==> src/rtl/pmrc_pkg.sv <==
// Constants, codes and mode encoding for the power mode and reset control
package pmrc_pkg;
   // --------------------------------------------------------------------
   // Timing
   // --------------------------------------------------------------------
   localparam int CLK_MHZ = 100;
   localparam int US_PER_MS = 1000;
   localparam int SOFT_RST_MS = 10;
   localparam int DEBOUNCE_MS = 10;
   localparam int AON_DELAY_MS = 200;
   localparam int CNT_W = 25;
   localparam logic [CNT_W-1:0] SOFT_RST_CYC =
      CNT_W'(SOFT_RST_MS * US_PER_MS * CLK_MHZ);
   localparam logic [CNT_W-1:0] DEBOUNCE_CYC =
      CNT_W'(DEBOUNCE_MS * US_PER_MS * CLK_MHZ);
   localparam logic [CNT_W-1:0] AON_DELAY_CYC =
      CNT_W'(AON_DELAY_MS * US_PER_MS * CLK_MHZ);
   localparam logic [CNT_W-1:0] CNT_ONE = 25'h0000001;

   // --------------------------------------------------------------------
   // Power command codes and button behaviour settings
   // --------------------------------------------------------------------
   localparam logic [7:0] CMD_GO_OFF = 8'h01;
   localparam logic [7:0] CMD_GO_SEAL = 8'h02;
   localparam logic [7:0] CMD_GO_RECOVERY = 8'h03;
   localparam logic [3:0] CFG_KEY_HIGH = 4'h0;
   localparam logic [3:0] CFG_KEY_LOW = 4'h1;
   localparam logic [3:0] CFG_ALWAYS_ON = 4'h2;

   // --------------------------------------------------------------------
   // Power modes, one-hot
   // --------------------------------------------------------------------
   typedef enum logic [4:0] {
      ST_BOOT = 5'h01,
      ST_ON = 5'h02,
      ST_OFF = 5'h04,
      ST_SEAL = 5'h08,
      ST_RECOV = 5'h10
   } pmrc_mode_e;
endpackage

==> src/rtl/pmrc_power_mode_reset_control.sv <==
// Power mode and reset controller: mode machine, buttons, reset pulses
//
// What this block does
// - Soft reset drives reset output low 10ms
// - Soft reset keeps or restores registers by select
// - Hard reset runs the full power-on sequence
// - Cold boot with select 0 enters seal
// - Cold boot with select 1 enters recovery
// - Host command moves ON to off/seal/recovery
// - Qualified button event enters off or recovery
// - Key press or charger wakes from off/seal
// - ON keeps system node and regulators on, aux regulator controllable
// - OFF keeps only always-on auxiliary regulator
// - SEAL turns everything off
// - Triggers from buttons, commands, internal conditions
// - Config 0000: key active high, B soft reset
// - Config 0001: key active low, B soft reset
// - Config 0010: A edge hard resets after 200ms
`timescale 1ns/10ps
`default_nettype none

module pmrc_power_mode_reset_control #(
   parameter logic [pmrc_pkg::CNT_W-1:0] SRST_CYC = pmrc_pkg::SOFT_RST_CYC,
   parameter logic [pmrc_pkg::CNT_W-1:0] DEB_CYC = pmrc_pkg::DEBOUNCE_CYC,
   parameter logic [pmrc_pkg::CNT_W-1:0] AON_CYC = pmrc_pkg::AON_DELAY_CYC
) (
   // Clock and reset
   input wire logic MCLK,
   input wire logic RST,
   // Button pins and supply detection
   input wire logic POWER_BUTTON_INPUT_A,
   input wire logic POWER_BUTTON_INPUT_B,
   input wire logic CHARGER_SUPPLY_INPUT,
   input wire logic INTERNAL_OFF_REQ,
   // Configuration
   input wire logic [3:0] BUTTON_BEHAVIOR_CFG,
   input wire logic COLD_BOOT_RECOVERY_SEL,
   input wire logic SOFT_RESET_RESTORE_SEL,
   input wire logic AUX_REGULATOR_SEQUENCE_SEL,
   input wire logic AUX_REGULATOR_REQ,
   // Power command write from the host register file
   input wire logic [7:0] POWER_COMMAND_REG,
   input wire logic POWER_COMMAND_WR,
   // Power and reset outputs
   output var logic SYS_RESET_N,
   output var logic SYSTEM_POWER_NODE_EN,
   output var logic REGULATORS_EN,
   output var logic AUX_LINEAR_REGULATOR_EN,
   output var logic REGISTER_RESTORE,
   output var logic POR_START,
   output var logic [4:0] POWER_MODE
);

   // -----------------------------------------------------------------------
   // State
   // -----------------------------------------------------------------------
   typedef struct packed {
      logic [1:0] sync1;
      logic [1:0] sync2;
      logic [1:0] prev;
      logic [1:0] db_lvl;
      logic [1:0][pmrc_pkg::CNT_W-1:0] db_cnt;
      pmrc_pkg::pmrc_mode_e mode;
      logic [pmrc_pkg::CNT_W-1:0] rst_cnt;
      logic rst_n;
      logic restore;
      logic por;
      logic [pmrc_pkg::CNT_W-1:0] aon_cnt;
      logic aon_busy;
      logic aon_hard;
      logic aux_en;
      logic sys_en;
   } pmrc_state_s;

   pmrc_state_s q_reg;
   pmrc_state_s q_next;
   logic a_press;
   logic b_press;
   logic a_rise;
   logic b_rise;
   logic start_srst;

   // Button setting uses pin A as the key input
   function automatic logic is_key_cfg(input logic [3:0] cfg);
      return (cfg == pmrc_pkg::CFG_KEY_HIGH) || (cfg == pmrc_pkg::CFG_KEY_LOW);
   endfunction

   // Press edge of the key in its configured polarity
   function automatic logic press_edge(input logic [3:0] cfg,
                                       input logic now_lvl,
                                       input logic old_lvl);
      if (!is_key_cfg(cfg)) begin
         return 1'b0;
      end else if (cfg == pmrc_pkg::CFG_KEY_HIGH) begin
         return now_lvl & ~old_lvl;
      end else begin
         return ~now_lvl & old_lvl;
      end
   endfunction

   // -----------------------------------------------------------------------
   // Next state
   // -----------------------------------------------------------------------
   always_comb begin
      q_next = q_reg;
      start_srst = 1'b0;
      // Two sync flops per pin plus a delayed copy; only sync2 and prev feed logic
      q_next.sync1 = {POWER_BUTTON_INPUT_B, POWER_BUTTON_INPUT_A};
      q_next.sync2 = q_reg.sync1;
      q_next.prev = q_reg.sync2;
      q_next.por = 1'b0;
      q_next.restore = 1'b0;

      // Debounce: level must hold for the full window before it counts
      for (int i = 0; i < 2; i++) begin
         if (q_reg.sync2[i] == q_reg.db_lvl[i]) begin
            q_next.db_cnt[i] = '0;
         end else if (q_reg.db_cnt[i] == DEB_CYC - pmrc_pkg::CNT_ONE) begin
            q_next.db_cnt[i] = '0;
            q_next.db_lvl[i] = q_reg.sync2[i];
         end else begin
            q_next.db_cnt[i] = q_reg.db_cnt[i] + pmrc_pkg::CNT_ONE;
         end
      end

      // Qualified button events
      a_press = press_edge(BUTTON_BEHAVIOR_CFG, q_next.db_lvl[0],
                           q_reg.db_lvl[0]);
      b_press = is_key_cfg(BUTTON_BEHAVIOR_CFG) & q_reg.db_lvl[1] &
                ~q_next.db_lvl[1];
      a_rise = (BUTTON_BEHAVIOR_CFG == pmrc_pkg::CFG_ALWAYS_ON) &
               q_reg.sync2[0] & ~q_reg.prev[0];
      b_rise = (BUTTON_BEHAVIOR_CFG == pmrc_pkg::CFG_ALWAYS_ON) &
               q_reg.sync2[1] & ~q_reg.prev[1];

      // Mode machine
      case (q_reg.mode)
         pmrc_pkg::ST_BOOT: begin
            // Straps are sampled here, after reset release
            if (CHARGER_SUPPLY_INPUT) begin
               q_next.mode = pmrc_pkg::ST_ON;
            end else if (COLD_BOOT_RECOVERY_SEL) begin
               q_next.mode = pmrc_pkg::ST_RECOV;
            end else begin
               q_next.mode = pmrc_pkg::ST_SEAL;
            end
         end
         pmrc_pkg::ST_ON: begin
            // Delay timer for always-on button edges
            if (!q_reg.aon_busy && (a_rise || b_rise)) begin
               q_next.aon_busy = 1'b1;
               q_next.aon_cnt = '0;
               q_next.aon_hard = a_rise;
            end else if (q_reg.aon_busy) begin
               q_next.aon_cnt = q_reg.aon_cnt + pmrc_pkg::CNT_ONE;
            end
            // A write is a one-cycle strobe, so it acts exactly once
            if (POWER_COMMAND_WR &&
                POWER_COMMAND_REG == pmrc_pkg::CMD_GO_OFF) begin
               q_next.mode = pmrc_pkg::ST_OFF;
            end else if (POWER_COMMAND_WR &&
                         POWER_COMMAND_REG == pmrc_pkg::CMD_GO_SEAL) begin
               q_next.mode = pmrc_pkg::ST_SEAL;
            end else if (POWER_COMMAND_WR &&
                         POWER_COMMAND_REG == pmrc_pkg::CMD_GO_RECOVERY) begin
               q_next.mode = pmrc_pkg::ST_RECOV;
            end else if (q_reg.aon_busy &&
                         q_reg.aon_cnt == AON_CYC - pmrc_pkg::CNT_ONE) begin
               q_next.aon_busy = 1'b0;
               if (q_reg.aon_hard) begin
                  q_next.por = 1'b1;
                  q_next.mode = pmrc_pkg::ST_BOOT;
               end else begin
                  start_srst = 1'b1;
               end
            end else if (a_press) begin
               q_next.mode = COLD_BOOT_RECOVERY_SEL ? pmrc_pkg::ST_RECOV
                                                    : pmrc_pkg::ST_OFF;
            end else if (INTERNAL_OFF_REQ) begin
               q_next.mode = pmrc_pkg::ST_OFF;
            end else if (b_press) begin
               start_srst = 1'b1;
            end
         end
         pmrc_pkg::ST_OFF, pmrc_pkg::ST_SEAL: begin
            if (CHARGER_SUPPLY_INPUT || a_press) begin
               q_next.mode = pmrc_pkg::ST_ON;
            end
         end
         pmrc_pkg::ST_RECOV: begin
            if (CHARGER_SUPPLY_INPUT) begin
               q_next.mode = pmrc_pkg::ST_ON;
            end
         end
         default: begin
            q_next.mode = pmrc_pkg::ST_BOOT;
         end
      endcase
      // A pending delayed reset dies when the device leaves ON
      if (q_next.mode != pmrc_pkg::ST_ON) begin
         q_next.aon_busy = 1'b0;
      end

      // Soft reset pulse; a request during a pulse is absorbed
      if (q_reg.rst_cnt != '0) begin
         q_next.rst_cnt = q_reg.rst_cnt - pmrc_pkg::CNT_ONE;
      end else if (start_srst) begin
         q_next.rst_cnt = SRST_CYC;
         q_next.restore = SOFT_RESET_RESTORE_SEL;
      end
      q_next.rst_n = (q_next.rst_cnt == '0);

      // Supply enables follow the next mode
      q_next.sys_en = (q_next.mode == pmrc_pkg::ST_ON);
      if (q_next.mode == pmrc_pkg::ST_ON) begin
         q_next.aux_en = AUX_REGULATOR_REQ | AUX_REGULATOR_SEQUENCE_SEL;
      end else if (q_next.mode == pmrc_pkg::ST_OFF) begin
         q_next.aux_en = q_reg.aux_en | ((q_reg.mode == pmrc_pkg::ST_ON) &
                         AUX_REGULATOR_SEQUENCE_SEL);
      end else begin
         q_next.aux_en = 1'b0;
      end
   end

   // -----------------------------------------------------------------------
   // Registers
   // -----------------------------------------------------------------------
   // Reset loads constants only; straps wait for the boot state
   always_ff @(posedge MCLK or posedge RST) begin
      if (RST) begin
         q_reg <= '0;
         q_reg.mode <= pmrc_pkg::ST_BOOT;
         q_reg.rst_n <= 1'b1;
         // Pin B idles high; a zero here would fake an edge after reset
         q_reg.sync1[1] <= 1'b1;
         q_reg.sync2[1] <= 1'b1;
         q_reg.prev[1] <= 1'b1;
         q_reg.db_lvl[1] <= 1'b1;
      end else begin
         q_reg <= q_next;
      end
   end

   // Outputs straight from flops
   assign SYS_RESET_N = q_reg.rst_n;
   assign SYSTEM_POWER_NODE_EN = q_reg.sys_en;
   assign REGULATORS_EN = q_reg.sys_en;
   assign AUX_LINEAR_REGULATOR_EN = q_reg.aux_en;
   assign REGISTER_RESTORE = q_reg.restore;
   assign POR_START = q_reg.por;
   assign POWER_MODE = q_reg.mode;

   // -----------------------------------------------------------------------
   // Assertions
   // -----------------------------------------------------------------------
   logic [pmrc_pkg::CNT_W-1:0] low_cnt_reg;

   // Length of the current low phase of the reset output
   always_ff @(posedge MCLK or posedge RST) begin
      if (RST) begin
         low_cnt_reg <= '0;
      end else if (q_reg.rst_n) begin
         low_cnt_reg <= '0;
      end else begin
         low_cnt_reg <= low_cnt_reg + pmrc_pkg::CNT_ONE;
      end
   end
endmodule // pmrc_power_mode_reset_control

`default_nettype wire

==> config.mk <==
export PLATFORM = sky130hd
export DESIGN_NAME = pmrc_power_mode_reset_control
export DESIGN_NICKNAME = d
export VERILOG_FILES = /design/src/rtl/pmrc_pkg.sv /design/src/rtl/pmrc_power_mode_reset_control.sv
export SDC_FILE = /design/constraint.sdc
export NUM_CORES = 1
export LEC_CHECK = 0
export BUFFER_PORTS_ARGS = -buffer_cell sky130_fd_sc_hd__buf_2
export CORE_ASPECT_RATIO = 0.5
export CORE_MARGIN = 2
export CORE_UTILIZATION = 25
export DETAILED_ROUTE_END_ITERATION = 7
export GPL_ROUTABILITY_DRIVEN = 0
export SETUP_SLACK_MARGIN = 0.02
export SLEW_MARGIN = 0
export SYNTH_ARGS = -nofsm -noshare
export SYNTH_HDL_FRONTEND = slang
export SYNTH_SLANG_ARGS = --single-unit
==> constraint.sdc <==
create_clock -name MCLK -period 10 [get_ports MCLK]
set_input_delay 2 -clock MCLK [delete_from_list [all_inputs] [get_ports MCLK]]
set_output_delay 2 -clock MCLK [all_outputs]
set_load 0.01 [all_outputs]
==> metrics.txt <==
status=completed; Post-Syn Instances=662; Final period util=around two fifths; share of layout cells above drive strength 1=about an eighth; WP data arrival=around 4.5 ns; Synth Register Bits=120; power per cell area=around 170 nW/um^2; Max Cap Viol=0; kind of critical path=in -> reg; Top FF cell, synth=dfrtp_1; Avg Inst Size Synth=9.34 um^2; die boundary height=115 um; fin cells=1,045; Sw Pwr=0.320 mW; post-CTS setup buffers=0; worst r2r src=q_reg[41]; Clk Latency, worst-skew pair=between 0.4 and 0.5 ns; io pins=34; Syn Std Cell Area=between 6000 and 7000 um^2; largest net degree at the start of global routing=71; remaining global-route overflow=0; post-CTS sizing=0; WL final=13,800 um; max FFs per register=106; drt drc=0; Clock Pin Slew Worst Setup and Hold Paths=roughly 0.06 ns; endpoint type of the worst setup path=flip-flop; fillcell total=between 2,000 and 3,000; vias per cell=4.63; worst-path maximum fanout=10; fin crit period=4.19 ns; Placeable Area=around 24,000 um^2; Synthesis Warnings=0; 1st-pass router iterations=5; worst slack at placement=between 5 and 6 ns; Die Area=26,100 um^2; Worst Hold Depth=0; IO Port Bufs=33; placed cells=1,012; # clock sinks=120; Hold Vio Cnt, Final=0; syn nets=around 690; Max VDD drop=110 uV; Initial Util=25.6%; Worst Hold Class=reg -> reg; Avg WL per Cell=13.2 um; FFs w/ async S/R, synth=100%; Int Pwr=0.901 mW; sequential area share after synthesis=48.7%; Slew Limit Fails=0; cts hold-fix bufs=0; post-synthesis cell type count=59; Sequential Power Share=43.3%; via count=roughly 4,800; floorplan row count=40; CP Launch Type=primary input; worst r2r path cells=7; Fin Setup TNS=0 ns; CTS Buf Count=17; antenna violations before repair=0; Iteration-0 DRC Markers=around 370; Final setup viols=0; area grow syn2layout=17.6%; first-pass GRT wire length=23,200 um; Leakage=3.05 nW; antenna-violating nets left=0; clock root buffer=clkbuf_16; post-DP HPWL=approximately 10000 um; TritonCTS clock tree=built; Max Clk Rate=239 MHz; HP Start=q_next[116]; vias in the first global route=4,652; GRT Total Usage=11.4%; worst-case clock skew=0.0166 ns; Die Width=226 um; H-tree Lvls=4; RSZ-0062 raised after global routing=false; fin worst setup slack=5.81 ns; CTS Buffer Depth=2; Worst R2R Setup Slack=6.70 ns; worst rel slew slack=34.1%; switching part of the total power=26.2%; hold endpoint=q_next[114]; nets=722; Util after Layout=approximately 30%; Logic pwr share=under 10%; CP required=10.29 ns; Slew @ Worst Pin=0.989 ns; Clock power frac=47.9%; EDFF count, synth=0; reg2reg end=SYS_RESET_N
## worst max-delay path, stage by stage
cell,delay [ns]
buf_2,0.11
or4b_1,0.63
a21oi_1,0.24
o21ai_1,0.19
or4_1,0.69
or3_1,0.42
xor2_1,0.15
nor2_1,0.06
## cell usage after synthesis (3+ instances only)
master | count | area [um^2]
dfrtp_1 | 114 | 2850
nor2_1 | 105 | 394
xor2_1 | 51 | 447
nand2_1 | 48 | 180
nand3_1 | 38 | 190
a21oi_1 | 28 | 140
nor3_1 | 28 | 140
xnor2_1 | 23 | 201
nand4_1 | 22 | 138
inv_1 | 21 | 78.8
o21ai_0 | 21 | 105
or3_1 | 18 | 113
clkbuf_1 | 15 | 56.3
nand2b_1 | 12 | 75.1
and3_1 | 11 | 68.8
nor4_1 | 9 | 56.3
nor4b_1 | 7 | 61.3
or4_1 | 7 | 52.6
buf_4 | 6 | 45.0
dfstp_2 | 6 | 158
o21a_1 | 5 | 37.5
ha_1 | 4 | 50.1
nor2b_1 | 4 | 25.0
and2_1 | 3 | 18.8
and4_1 | 3 | 26.3
nor4_2 | 3 | 37.5
o2111ai_1 | 3 | 26.3
o211ai_1 | 3 | 22.5
## area by class of cell
type | instances | area (um^2) | share of cell area (%)
clock inverters | 13 | 120 | 1.65
inverters | 21 | 81.3 | 1.12
flip-flops and latches | 120 | 3010 | 41.4
well taps | 336 | 420 | 5.78
diodes | 1 | 2.50 | 0.0344
clock buffers | 19 | 453 | 6.23
multi-input cells | 499 | 3000 | 41.2
repair buffers | 36 | 188 | 2.58
## metal layers
layer  part of all wire [%]  vias up  track usage [%]
li1                       -     2396                -
met1                     50     2349             15.3
met2                     46       83             17.2
met3                    3.9        6             3.07
met4                   0.83        0             4.87
met5                      0        -                0
## power groups by stage
stage / Sequential, mW / Clock [mW] / Combinational (mW)
after floorplan: 0.532 / 0 / 0.0782
after global placement: 0.536 / 0 / 0.107
after detailed placement: 0.536 / 0 / 0.109
after CTS: 0.528 / 0.597 / 0.109
after global routing: 0.532 / 0.621 / 0.120
final: 0.528 / 0.585 / 0.107
## layout by cell type (no fill, tap or decap), drive strengths merged, types with 19 or more instances in the layout
cell    instances
or3            19
nor2          105
o21ai          22
buf            36
nand3          38
clkbuf         19
dfrtp         114
inv            24
nor3           28
nand4          22
a21oi          28
xor2           51
xnor2          23
nand2          48
## per-stage QoR
step	area, um^2	power, mW	hold slack, ns
floorplan	6190	0.610	0.331
global placement	6700	0.643	0.343
detailed placement	6700	0.645	0.346
CTS	7270	1.23	0.359
global route	7270	1.27	0.374
finish	7270	1.22	0.359
## cell families after synthesis
family / Yosys count / share of synthesized area, %
and+or+nand+nor: 334 / 27.9
DFF: 120 / 48.7
AOI/OAI and AO/OA: 83 / 8.52
xor gates and xnor gates: 74 / 10.5
buffers and inverters: 43 / 2.99
muxes: 4 / 0.688
adders and majority gates: 4 / 0.809
## worst max path at each step
stage                     slack [ns]  cells after the start                    from                       to
final                           5.81                      8  BUTTON_BEHAVIOR_CFG[0]                q_reg[26]
after global routing            5.68                      8  BUTTON_BEHAVIOR_CFG[0]                q_reg[25]
after CTS                       5.80                      8  BUTTON_BEHAVIOR_CFG[0]                q_reg[26]
after detailed placement        5.39                      8  BUTTON_BEHAVIOR_CFG[0]                q_reg[26]
after global placement          5.43                      8  BUTTON_BEHAVIOR_CFG[0]                q_reg[26]
after floorplan                 4.82                      1                     RST  AUX_LINEAR_REGULATOR_EN
Note: power is estimated with default switching activity, not from simulation.
